[src/rsq_pkg.sv]
// Shared constants, strap layout, register map and helpers of the reset sequencer
package rsq_pkg;

	// ----------------------------------------------------------------
	// Clock and timing
	// ----------------------------------------------------------------
	localparam int CLK_PERIOD_NS = 4;
	localparam int PLL_LOCK_US = 100;
	localparam int PLL_LOCK_CYC_DEF = (PLL_LOCK_US * 1000 + CLK_PERIOD_NS - 1) / CLK_PERIOD_NS;
	localparam int STRAP_OFF_NS = 4;
	localparam int STRAP_OFF_CYC = (STRAP_OFF_NS / CLK_PERIOD_NS < 1) ? 1 :
		STRAP_OFF_NS / CLK_PERIOD_NS;
	localparam int TICK_W = 10;
	localparam int LOCK_W = 16;
	localparam logic [TICK_W-1:0] HRST_IN_MIN_TICKS = 10'h020;
	localparam logic [TICK_W-1:0] POR_MIN_TICKS = 10'h020;
	localparam logic [TICK_W-1:0] HRST_OUT_TICKS = 10'h200;
	localparam logic [TICK_W-1:0] NEG_GAP_TICKS = 10'h010;
	localparam logic [TICK_W-1:0] FUNC_DELAY_TICKS = 10'h001;
	localparam logic [TICK_W-1:0] CFG_SETUP_TICKS = 10'h004;
	localparam logic [TICK_W-1:0] TICK_MAX = 10'h3ff;

	// ----------------------------------------------------------------
	// Strap and sampled-input layout
	// ----------------------------------------------------------------
	localparam int STRAP_W = 6;
	localparam int SRC_LSB = 0;
	localparam int SRC_W = 4;
	localparam int DIV_BIT = 4;
	localparam int LBMUX_BIT = 5;
	localparam int IN_W = 8;
	localparam int IN_HOST_BIT = 6;
	localparam int IN_PLL_BIT = 7;

	// ----------------------------------------------------------------
	// Register map
	// ----------------------------------------------------------------
	localparam int AW = 12;
	localparam logic [AW-1:0] ADDR_CTRL = 12'h000;
	localparam logic [AW-1:0] ADDR_STATUS = 12'h004;
	localparam int CTRL_SWRST_BIT = 0;
	localparam int CTRL_TOCLR_BIT = 1;
	localparam int CTRL_FUNC_LSB = 8;
	localparam int STS_STATE_LSB = 0;
	localparam int STS_STATE_W = 3;
	localparam int STS_LOCK_BIT = 4;
	localparam int STS_TIMEOUT_BIT = 5;
	localparam int STS_HOST_BIT = 6;
	localparam int STS_SYSRST_BIT = 7;
	localparam int STS_STRAP_LSB = 8;
	localparam logic [1:0] RESP_OKAY = 2'b00;
	localparam logic [1:0] RESP_SLVERR = 2'b10;

	typedef enum logic [2:0] {
		ST_POR, ST_HRST_DRIVE, ST_HRST_WAIT, ST_FUNC_WAIT, ST_PLL_WAIT, ST_RUN
	} rsq_state_t;

	// Level changes only once second and third synchroniser stages agree
	function automatic logic rsq_filt(input logic lvl, input logic s2, input logic s3);
		return (s2 == s3) ? s2 : lvl;
	endfunction

	function automatic logic [TICK_W-1:0] rsq_sat_inc(input logic [TICK_W-1:0] v);
		return (v == TICK_MAX) ? v : v + 10'h001;
	endfunction

endpackage

[src/rsq_tick_if.sv]
// Reference clock tick bundle between the tick generator and the sequencer
`timescale 1ns/1ps
interface rsq_tick_if;
	logic prim_tick;
	logic sync_tick;
	logic ref_tick;
	modport src (output prim_tick, output sync_tick, output ref_tick);
	modport dst (input prim_tick, input sync_tick, input ref_tick);
endinterface

[src/rsq_qualify.sv]
// Synchronises a reset pin and qualifies its assertion by a minimum tick count
`timescale 1ns/1ps
module rsq_qualify
	import rsq_pkg::*;
#(
	parameter logic [TICK_W-1:0] MIN_TICKS = HRST_IN_MIN_TICKS
) (
	input wire logic clk,
	input wire logic rstn,
	input wire logic pin_n,
	input wire logic tick,
	output logic level_low,
	output logic qual
);

	typedef struct packed {
		logic [2:0] sy;
		logic low;
		logic [TICK_W-1:0] cnt;
		logic qual;
	} rsq_qual_st_t;

	rsq_qual_st_t s;
	rsq_qual_st_t n;

	always_comb begin
		n = s;
		n.sy = {s.sy[1:0], pin_n};
		n.low = ~rsq_filt(~s.low, s.sy[1], s.sy[2]);
		if (!n.low) begin
			n.cnt = '0;
			n.qual = 1'b0;
		end else begin
			if (tick) begin
				n.cnt = rsq_sat_inc(s.cnt);
			end
			if (n.cnt > MIN_TICKS) begin
				n.qual = 1'b1;
			end
		end
	end

	always_ff @(posedge clk) begin
		if (!rstn) begin
			// Pin idles high, so the synchroniser starts high to avoid a false low
			s <= '{sy: '1, default: '0};
		end else begin
			s <= n;
		end
	end

	assign level_low = s.low;
	assign qual = s.qual;
endmodule

[src/rsq_reset_init_sequencer.sv]
// Reset-initialisation sequencer with strap capture and AXI4-Lite registers
// Function
// Outside party holds hard reset input low at least 32 sync-clock periods.
// Host mode: power-on reset held low 32 stable primary-clock periods.
// Agent mode: power-on reset held low 32 stable PCI-clock periods.
// Hard reset output low at least 512 sync periods; 16 between negations.
// Straps set up 4 reference periods before power-on reset negation.
// Straps stay stable until hard reset negates; zero hold allowed.
// Stop driving strap pins within 4 ns of hard reset assertion.
// Drive strap-shared outputs only 1 sync period after hard reset negation.
// Allow 100 us PLL lock time before using derived clocks.
// Host mode sync period derived from primary clock via divider strap.
// Straps: four-bit reset source, input clock divider, local bus mux.
// Primary-clock timing only in host mode; sync clock in agent mode.
// Hard reset pin is open drain: device only pulls low.
// Straps captured at power-on reset negation, kept until next one.
// Reset inputs synchronised before their assertion length is counted.
//
// The AXI4-Lite interface to the registers and the register addresses were chosen for this implementation.
`timescale 1ns/1ps
module rsq_reset_init_sequencer
	import rsq_pkg::*;
#(
	parameter int PLL_LOCK_CYCLES = PLL_LOCK_CYC_DEF
) (
	input wire logic CLK,
	input wire logic RESETN,
	input wire logic POWER_ON_RESET_N,
	input wire logic HARD_RESET_N_I,
	output logic HARD_RESET_N_O,
	output logic HARD_RESET_N_OE,
	input wire logic PRIMARY_CLOCK_IN,
	input wire logic PCI_SYNC_CLOCK_IN,
	input wire logic PCI_HOST_MODE,
	input wire logic PLL_LOCKED,
	input wire logic [STRAP_W-1:0] CFG_STRAP_I,
	output logic [STRAP_W-1:0] CFG_STRAP_O,
	output logic [STRAP_W-1:0] CFG_STRAP_OE,
	output logic SYSTEM_RESET_N,
	input wire logic [AW-1:0] S_AXI_AWADDR,
	input wire logic S_AXI_AWVALID,
	output logic S_AXI_AWREADY,
	input wire logic [31:0] S_AXI_WDATA,
	input wire logic [3:0] S_AXI_WSTRB,
	input wire logic S_AXI_WVALID,
	output logic S_AXI_WREADY,
	output logic [1:0] S_AXI_BRESP,
	output logic S_AXI_BVALID,
	input wire logic S_AXI_BREADY,
	input wire logic [AW-1:0] S_AXI_ARADDR,
	input wire logic S_AXI_ARVALID,
	output logic S_AXI_ARREADY,
	output logic [31:0] S_AXI_RDATA,
	output logic [1:0] S_AXI_RRESP,
	output logic S_AXI_RVALID,
	input wire logic S_AXI_RREADY
);

	// ----------------------------------------------------------------
	// State
	// ----------------------------------------------------------------
	typedef struct packed {
		rsq_state_t state;
		logic armed;
		logic [TICK_W-1:0] tcnt;
		logic [TICK_W-1:0] gap;
		logic [LOCK_W-1:0] lock;
		logic [IN_W-1:0] sy0;
		logic [IN_W-1:0] sy1;
		logic [IN_W-1:0] sy2;
		logic [IN_W-1:0] lvl;
		logic [STRAP_W-1:0] straps;
		logic host;
		logic timeout;
		logic hr_o;
		logic hr_oe;
		logic strap_oe;
		logic sysrst_n;
		logic [STRAP_W-1:0] func_out;
		logic awrdy;
		logic wrdy;
		logic aw_hold;
		logic w_hold;
		logic [AW-1:0] awaddr;
		logic [31:0] wdata;
		logic [3:0] wstrb;
		logic bvalid;
		logic [1:0] bresp;
		logic arrdy;
		logic rvalid;
		logic [31:0] rdata;
		logic [1:0] rresp;
	} rsq_main_st_t;

	localparam rsq_main_st_t MAIN_RST = '{state: ST_POR, hr_oe: 1'b1, awrdy: 1'b1,
		wrdy: 1'b1, arrdy: 1'b1, default: '0};
	localparam logic [LOCK_W-1:0] LOCK_TARGET = LOCK_W'(PLL_LOCK_CYCLES);

	rsq_main_st_t s;
	rsq_main_st_t n;
	rsq_tick_if tk();
	logic host_live;
	logic div_live;
	logic por_low;
	logic por_qual;
	logic hr_low;
	logic hr_qual;

	// ----------------------------------------------------------------
	// Tick generation and reset qualification
	// ----------------------------------------------------------------
	// Before capture the live strap levels steer the clock choice
	assign host_live = (s.state == ST_POR) ? s.lvl[IN_HOST_BIT] : s.host;
	assign div_live = (s.state == ST_POR) ? s.lvl[DIV_BIT] : s.straps[DIV_BIT];

	rsq_ticker u_ticker (
		.clk(CLK),
		.rstn(RESETN),
		.prim_pin(PRIMARY_CLOCK_IN),
		.sync_pin(PCI_SYNC_CLOCK_IN),
		.host_mode(host_live),
		.div_strap(div_live),
		.tk(tk.src)
	);

	// Power-on reset counted in primary or PCI clock periods by mode
	rsq_qualify #(.MIN_TICKS(POR_MIN_TICKS)) u_por_q (
		.clk(CLK),
		.rstn(RESETN),
		.pin_n(POWER_ON_RESET_N),
		.tick(tk.ref_tick),
		.level_low(por_low),
		.qual(por_qual)
	);

	rsq_qualify #(.MIN_TICKS(HRST_IN_MIN_TICKS)) u_hr_q (
		.clk(CLK),
		.rstn(RESETN),
		.pin_n(HARD_RESET_N_I),
		.tick(tk.sync_tick),
		.level_low(hr_low),
		.qual(hr_qual)
	);

	// ----------------------------------------------------------------
	// Sequencer and register slave
	// ----------------------------------------------------------------
	always_comb begin
		n = s;
		n.sy0 = {PLL_LOCKED, PCI_HOST_MODE, CFG_STRAP_I};
		n.sy1 = s.sy0;
		n.sy2 = s.sy1;
		for (int i = 0; i < IN_W; i++) begin
			n.lvl[i] = rsq_filt(s.lvl[i], s.sy1[i], s.sy2[i]);
		end
		n.hr_o = 1'b0;
		if (tk.sync_tick) begin
			n.gap = rsq_sat_inc(s.gap);
		end
		case (s.state)
			ST_POR: begin
				if (por_qual) begin
					n.armed = 1'b1;
				end
				if (s.armed && !por_low) begin
					n.straps = s.lvl[STRAP_W-1:0];
					n.host = s.lvl[IN_HOST_BIT];
					n.armed = 1'b0;
					n.tcnt = '0;
					n.state = ST_HRST_DRIVE;
				end
			end
			ST_HRST_DRIVE: begin
				if (tk.sync_tick) begin
					n.tcnt = rsq_sat_inc(s.tcnt);
				end
				if (s.tcnt > HRST_OUT_TICKS && s.gap > NEG_GAP_TICKS) begin
					n.hr_oe = 1'b0;
					n.gap = '0;
					n.state = ST_HRST_WAIT;
				end
			end
			ST_HRST_WAIT: begin
				// Straps may still be sampled by others until the pin rises
				if (!hr_low) begin
					n.tcnt = '0;
					n.state = ST_FUNC_WAIT;
				end
			end
			ST_FUNC_WAIT: begin
				if (tk.sync_tick) begin
					n.tcnt = rsq_sat_inc(s.tcnt);
				end
				if (s.tcnt > FUNC_DELAY_TICKS) begin
					n.strap_oe = 1'b1;
					n.lock = '0;
					n.state = ST_PLL_WAIT;
				end
			end
			ST_PLL_WAIT: begin
				if (s.lock < LOCK_TARGET) begin
					n.lock = s.lock + 16'h0001;
				end else if (s.lvl[IN_PLL_BIT]) begin
					n.sysrst_n = 1'b1;
					n.state = ST_RUN;
				end else begin
					n.timeout = 1'b1;
				end
			end
			ST_RUN: begin
				n.sysrst_n = 1'b1;
			end
			default: begin
				n.state = ST_POR;
			end
		endcase

		// Register write: accept address and data in either order
		if (S_AXI_AWVALID && s.awrdy) begin
			n.aw_hold = 1'b1;
			n.awaddr = S_AXI_AWADDR;
		end
		if (S_AXI_WVALID && s.wrdy) begin
			n.w_hold = 1'b1;
			n.wdata = S_AXI_WDATA;
			n.wstrb = S_AXI_WSTRB;
		end
		if (s.bvalid && S_AXI_BREADY) begin
			n.bvalid = 1'b0;
		end
		if (s.aw_hold && s.w_hold && !s.bvalid) begin
			n.aw_hold = 1'b0;
			n.w_hold = 1'b0;
			n.bvalid = 1'b1;
			n.bresp = RESP_OKAY;
			if (s.awaddr == ADDR_CTRL) begin
				if (s.wstrb[0] && s.wdata[CTRL_TOCLR_BIT] && !(n.timeout && !s.timeout)) begin
					n.timeout = 1'b0;
				end
				if (s.wstrb[0] && s.wdata[CTRL_SWRST_BIT] && s.state inside {ST_FUNC_WAIT,
					ST_PLL_WAIT, ST_RUN}) begin
					n.state = ST_HRST_DRIVE;
					n.tcnt = '0;
				end
				if (s.wstrb[1]) begin
					n.func_out = s.wdata[CTRL_FUNC_LSB +: STRAP_W];
				end
			end else if (s.awaddr != ADDR_STATUS) begin
				n.bresp = RESP_SLVERR;
			end
		end
		n.awrdy = !n.aw_hold && !n.bvalid;
		n.wrdy = !n.w_hold && !n.bvalid;

		// Register read
		if (s.rvalid && S_AXI_RREADY) begin
			n.rvalid = 1'b0;
			n.arrdy = 1'b1;
		end
		if (S_AXI_ARVALID && s.arrdy) begin
			n.arrdy = 1'b0;
			n.rvalid = 1'b1;
			n.rdata = '0;
			n.rresp = RESP_OKAY;
			case (S_AXI_ARADDR)
				ADDR_CTRL: begin
					n.rdata[CTRL_FUNC_LSB +: STRAP_W] = s.func_out;
				end
				ADDR_STATUS: begin
					n.rdata[STS_STATE_LSB +: STS_STATE_W] = s.state;
					n.rdata[STS_LOCK_BIT] = s.lvl[IN_PLL_BIT];
					n.rdata[STS_TIMEOUT_BIT] = s.timeout;
					n.rdata[STS_HOST_BIT] = s.host;
					n.rdata[STS_SYSRST_BIT] = s.sysrst_n;
					n.rdata[STS_STRAP_LSB +: STRAP_W] = s.straps;
				end
				default: begin
					n.rresp = RESP_SLVERR;
				end
			endcase
		end

		// Outside hard reset or a software request restarts the drive phase
		if (hr_qual && s.state inside {ST_FUNC_WAIT, ST_PLL_WAIT, ST_RUN}) begin
			n.state = ST_HRST_DRIVE;
			n.tcnt = '0;
		end
		if (n.state == ST_HRST_DRIVE && s.state != ST_HRST_DRIVE) begin
			n.hr_oe = 1'b1;
			n.strap_oe = 1'b0;
			n.sysrst_n = 1'b0;
		end
		// Power-on reset overrides every state and pin-drive change above
		if (por_qual) begin
			n.state = ST_POR;
			n.armed = 1'b1;
			n.hr_oe = 1'b1;
			n.strap_oe = 1'b0;
			n.sysrst_n = 1'b0;
		end
	end

	always_ff @(posedge CLK) begin
		if (!RESETN) begin
			s <= MAIN_RST;
		end else begin
			s <= n;
		end
	end

	// ----------------------------------------------------------------
	// Outputs
	// ----------------------------------------------------------------
	assign HARD_RESET_N_O = s.hr_o;
	assign HARD_RESET_N_OE = s.hr_oe;
	assign CFG_STRAP_O = s.func_out;
	assign CFG_STRAP_OE = {STRAP_W{s.strap_oe}};
	assign SYSTEM_RESET_N = s.sysrst_n;
	assign S_AXI_AWREADY = s.awrdy;
	assign S_AXI_WREADY = s.wrdy;
	assign S_AXI_BVALID = s.bvalid;
	assign S_AXI_BRESP = s.bresp;
	assign S_AXI_ARREADY = s.arrdy;
	assign S_AXI_RVALID = s.rvalid;
	assign S_AXI_RDATA = s.rdata;
	assign S_AXI_RRESP = s.rresp;
endmodule

[src/rsq_ticker.sv]
// Samples the two reference clock pins and turns their rising edges into ticks
`timescale 1ns/1ps
module rsq_ticker
	import rsq_pkg::*;
(
	input wire logic clk,
	input wire logic rstn,
	input wire logic prim_pin,
	input wire logic sync_pin,
	input wire logic host_mode,
	input wire logic div_strap,
	rsq_tick_if.src tk
);

	typedef struct packed {
		logic [2:0] psy;
		logic [2:0] ssy;
		logic plvl;
		logic slvl;
		logic ph;
		logic prim;
		logic sync;
		logic ref_t;
	} rsq_tick_st_t;

	rsq_tick_st_t s;
	rsq_tick_st_t n;

	always_comb begin
		n = s;
		n.psy = {s.psy[1:0], prim_pin};
		n.ssy = {s.ssy[1:0], sync_pin};
		n.plvl = rsq_filt(s.plvl, s.psy[1], s.psy[2]);
		n.slvl = rsq_filt(s.slvl, s.ssy[1], s.ssy[2]);
		n.prim = n.plvl & ~s.plvl;
		if (n.prim) begin
			n.ph = ~s.ph;
		end
		// Host mode: sync period derived from primary clock by the divider strap
		n.sync = host_mode ? (n.prim & (~div_strap | s.ph)) : (n.slvl & ~s.slvl);
		n.ref_t = host_mode ? n.prim : n.sync;
	end

	always_ff @(posedge clk) begin
		if (!rstn) begin
			s <= '0;
		end else begin
			s <= n;
		end
	end

	assign tk.prim_tick = s.prim;
	assign tk.sync_tick = s.sync;
	assign tk.ref_tick = s.ref_t;
endmodule

[config.mk]
export PLATFORM = sky130hd
export DESIGN_NAME = rsq_reset_init_sequencer
export DESIGN_NICKNAME = d
export VERILOG_FILES = /design/src/rsq_pkg.sv /design/src/rsq_tick_if.sv /design/src/rsq_qualify.sv /design/src/rsq_reset_init_sequencer.sv /design/src/rsq_ticker.sv
export SDC_FILE = /design/constraint.sdc
export NUM_CORES = 1
export LEC_CHECK = 0
export BUFFER_PORTS_ARGS = -buffer_cell sky130_fd_sc_hd__buf_2
export CELL_PAD_IN_SITES_DETAIL_PLACEMENT = 0
export CELL_PAD_IN_SITES_GLOBAL_PLACEMENT = 1
export CORE_ASPECT_RATIO = 2
export CORE_UTILIZATION = 38
export CTS_CLUSTER_SIZE = 24
export DETAILED_ROUTE_END_ITERATION = 10
export PLACE_DENSITY = 0.87
export SKIP_CTS_REPAIR_TIMING = 1
export SLEW_MARGIN = 10
export SYNTH_ARGS = -nofsm -noshare
export SYNTH_HDL_FRONTEND = slang
export SYNTH_SLANG_ARGS = --single-unit
[constraint.sdc]
create_clock -name CLK -period 2.4 [get_ports CLK]
set_clock_uncertainty 0.2 [all_clocks]
set_input_delay 0.12 -clock CLK [delete_from_list [all_inputs] [get_ports CLK]]
set_output_delay 0.12 -clock CLK [all_outputs]
set_load 0.02 [all_outputs]
; ---- Word-level counts from Yosys, hierarchy flattened
; Index checks and enable logic that the tools add are counted.
; Widths: inputs -> output; s select.
[word_totals]
register_bits = 203
out_inout_bits = 56
in_bits = 79
[classes]
muxes = 64
reduce_logical = 48
add_sub_neg = 5
eq_ne = 29
magnitude_cmp = 6
n_bitwise = 13
[ops]
columns = op, n
row1 = $mux 10, 16
row2 = $add 10x1->10 const B, 4
row3 = $eq 10x10->1 const B, 4
row4 = $mux 36, 1
row5 = $mux 3, 11
row6 = $mux 16, 2
row7 = $pmux 16 s2, 1
row8 = $pmux 10 s3, 1
row9 = $logic_not 12->1, 2
row10 = $mux 1, 22
row11 = $gt 10x6->1 const B, 2
row12 = $logic_and 1x1->1, 18
row13 = $pmux 3 s6, 1
row14 = $add 16x1->16 const B, 1
row15 = $lt 16x15->1 const B, 1
row16 = $mux 14, 1
row17 = $eq 1x1->1, 12
row18 = $eq 12x3->1 const B, 1
row19 = $ne 12x3->1 const B, 1
row20 = $pmux 6 s2, 1
row21 = $reduce_or 2->1, 6
row22 = $gt 10x1->1 const B, 1
row23 = $gt 10x10->1 const B, 1
row24 = $gt 10x5->1 const B, 1
row25 = other kinds (18), 53

; ---- Longest topological paths before layout
[depth]
depth_word = 11
depth_mapped = 7
ltp_nobuf = 7

; ---- Cells and area by module
; A second synthesis with hierarchy kept.
[hier_totals]
hier_cells = 875
area_unflattened_um2 = 7843.8
[modules_own_cells]
columns = mod, seq_area_each_um2, area_each_um2, n_inst, cells_per_inst
row1 = rsq_reset_init_sequencer, 2662.6, 5939.4, 1, 674
row2 = rsq_qualify, 300.3, 765.7, 2, 83
row3 = rsq_ticker, 240.2, 372.9, 1, 35

; ---- Worst setup path before layout
; OpenSTA, ideal clock, no wires.
[synth_path]
path_kind = reg2reg
from = register s[76] in the netlist's numbering
to = register s (netlist bit CFG_STRAP_O[0])
path_stages_with_launch = 6
synth_period_minus_slack_ps = 2335
t_arrival_ps = 2019
setup_slack_ps = 65
cell_sequence = dfxtp_1 -> or4_4 -> or4_4 -> nor3b_4 -> mux2i_1 -> nor2b_1
[synth_between]
elab_chain_len = 2
[synth_rtl]
columns = element, line
row1 = from (decl), rsq_reset_init_sequencer.sv:99  ; rsq_main_st_t s;
row2 = from (signal assigned), rsq_reset_init_sequencer.sv:307  ; s <= n;
row3 = $logic_not 12->1, rsq_reset_init_sequencer.sv:236  ; if (s.awaddr == ADDR_CTRL) begin
row4 = $reduce_and 3->1 (no source line), --
; Every way passes these cells.
; A chain may end at the register's enable or synchronous reset.

; ---- Worst setup path in the final report
[layout_path]
from = register s[75] in the netlist's numbering
to = register s (netlist bit CFG_STRAP_O[0])
; The elaborated chain is that of the path after synthesis.

==> results.yml <==
cts:
  cts_buffer_depth: 2
  root_buffer: "clkbuf_16"
  cts_sinks: 174
  htree_levels: 4
  numCtsBuffers: 17
  tritoncts: "yes"
  path_clk_slew_ps: 70
  clock_latency_ps: 440
logic_synthesis:
  yosysSeqAreaShare: 0.452
  ys.flop_type: "dfxtp_1"
  synth_area_um2: 7700
  yosys_warnings: 0
  postSynthCellCount: 873
  yosysTopAreaCell: "dfxtp_1"
  yosysMostFrequentCell: "dfxtp_1"
  synth_seq_cells: 174
  synth_top_cell_area_share: 0.452
  avgSynthCellArea_um2: 8.82
  synth-edff-count: 0
  synthTopCellsByCount: "dfxtp_1, nand2_1, nor2_1, buf_4, and2_1"
  synth_cell_types: 65
  async_reset_ff_frac: 0
  netlist_top_cells_area: "dfxtp_1, buf_4, nand2_1"
floorplan:
  die_w_um: 103
  initial_core_util: 0.387
  dieArea_um2: 20900
  die_h_um: 203
  ios: 135
  coreArea_um2: 19900
  num_rows: 73
routing:
  antenna_left: 0
  routed_wirelength_um: 17000
  vias_per_cell: 5.09
  drtIter0Drc: 247
  drc: 0
  routedWlPerCell_um: 13.5
  firstDrtPassIters: 4
  dr_total_vias: 6389
timing:
  fin_crit_ps: 2350
  rsz0062_at_grt: "true"
  max_slew_margin: 0.500
  slew_viol_final: 0
  setup_viol: 0
  hold_viol: 0
  fmax_mhz: 426
  final.period_utilization: 0.978
  fin_ws_ps: 53.2
  worst_pin_slew_ps: 745
setup_path:
  crit_fanout: 6
  cp-end-kind: "flip-flop"
  crit_type: "reg2reg"
  critical_path_required_ps: 2520
  arrival_ps: 2470
  start_kind: "flip-flop"
global_route:
  grt_util_all_layers: 0.171
  grt-ovfl-total: 0
  grt_pass1_vias: 5991
  grt_max_degree: 48
  grt_pass1_wl_um: 27800
  grt_antenna_before_repair: 0
power_and_ir_drop:
  cellPowerDensity_nw_per_um2: 652
  p_leak_nw: 3.67
  vdd_drop_max_v: 0.000480
flow_run:
  maxCapViolations: 0
place:
  gp_congestion: 0.865
  pre_cts_ws_ps: 10.2
  hpwl_um: 12400
  port_buffers: 86
cells_and_area:
  regArea_um2: 3480
  fin_nets: 1068
  final_util: 0.466
  drive_above_1_share: 0.162
  area_growth_syn_to_layout_pct: 20.5
  antenna_cells_inserted: 0
  fillers: 2023
  multiInputGateArea_um2: 3730
run_status:
  outcome: "complete, no violations"
worst_hold_path:
  hold_class: "in2reg"
[cell families (layout without fill, tap and decap cells)]
| group | count (synthesis) | count (layout) | share of synthesized area |
|---|---|---|---|
| compound gates | 189 | 189 | 0.165 |
| simple gates | 360 | 360 | 0.247 |
| other cells | 1 | 22 | 0.000487 |
| fa+ha+maj | 8 | 8 | 0.0130 |
| buf+inv | 103 | 203 | 0.0742 |
| mux | 26 | 26 | 0.0340 |
| flops | 174 | 174 | 0.452 |
| xor+xnor | 12 | 12 | 0.0136 |
[per-layer routing]
metal | vias to the layer above | track usage | part of all wire
li1 | 3224 | - | -
met1 | 2997 | 0.169 | 0.38
met2 | 134 | 0.316 | 0.56
met3 | 34 | 0.0428 | 0.029
met4 | 0 | 0.0934 | 0.032
met5 | - | 0 | 0
[sequential cells by signal, indices dropped and copies added (netlist names), 2 cells and up]
signal       flops
u_ticker.s       5
u_hr_q.s        11
s               88
S_AXI_RDATA     13
u_hr_q.n         2
u_por_q.s       11
n               16
u_por_q.n        2
u_ticker.n       4
CFG_STRAP_O      6
[critical path: stages (launching register included)]
cell,delay [ps]
dfxtp_2,320
or4_4,530
or4_4,570
nor3b_4,230
buf_12,150
mux2i_1,180
nor2b_1,60
[path summary, 6_finish.rpt]
| check | from | endpoint | cells past startpoint | slack (ps) |
|---|---|---|---|---|
| setup reg to reg | s[75]$_SDFFE_PN0P_ | CFG_STRAP_O[0]$_SDFFE_PN0P_ | 6 | 50 |
| setup / recovery | s[75]$_SDFFE_PN0P_ | CFG_STRAP_O[0]$_SDFFE_PN0P_ | 6 | 50 |
| hold reg to reg | u_por_q.n[13]$_SDFF_PN1_ | u_por_q.n[14]$_SDFF_PN1_ | 1 | 210 |
| hold / removal | S_AXI_ARADDR[7] | S_AXI_RRESP[1]$_SDFFE_PN0P_ | 5 | 30 |
[metrics by stage]
step	hold slack (ps)	instance area [um2]	total power [mW]	std cells	setup TNS [ps]
after floorplan	21.5	7780	3.27	894	0
after global placement	100	8310	3.34	1186	0
after detailed placement	124	8310	3.34	1186	0
after CTS	-342	8890	6.07	1218	0
after global routing	53.4	9280	6.29	1256	-13.5
final	28.5	9280	6.05	1256	0
[area by class of cell]
class | instances | area share
clock buffers | 18 | 0.0473
repair buffers | 154 | 0.117
flip-flops and latches | 174 | 0.376
inverters | 17 | 0.00688
clock inverters | 14 | 0.0156
multi-input cells | 617 | 0.402
well taps | 262 | 0.0353
[cell usage in the layout, fill, tap and decap left out, types with 11 or more instances in the layout]
cell type / count
a21boi_0: 30
a21oi_1: 38
a31oi_1: 11
and2_1: 46
and3_1: 11
buf_2: 86
buf_4: 26
clkbuf_16: 17
conb_1: 22
dfxtp_1: 173
dlygate4sd3_1: 38
inv_1: 16
mux2i_1: 25
nand2_1: 94
nand2b_1: 18
nand3_1: 22
nand4_1: 17
nor2_1: 58
nor2b_1: 26
nor3_1: 22
o21ai_0: 24
o21ai_1: 12
o31ai_1: 16
or4_1: 15
[where the power goes]
group	switching, mW	internal, mW	leakage (nW)
logic	0.179	0.158	1.97
clock network	1.23	1.50	0.290
registers	0.0370	2.95	1.41
No activity file was read; power rests on OpenSTA's default activity.
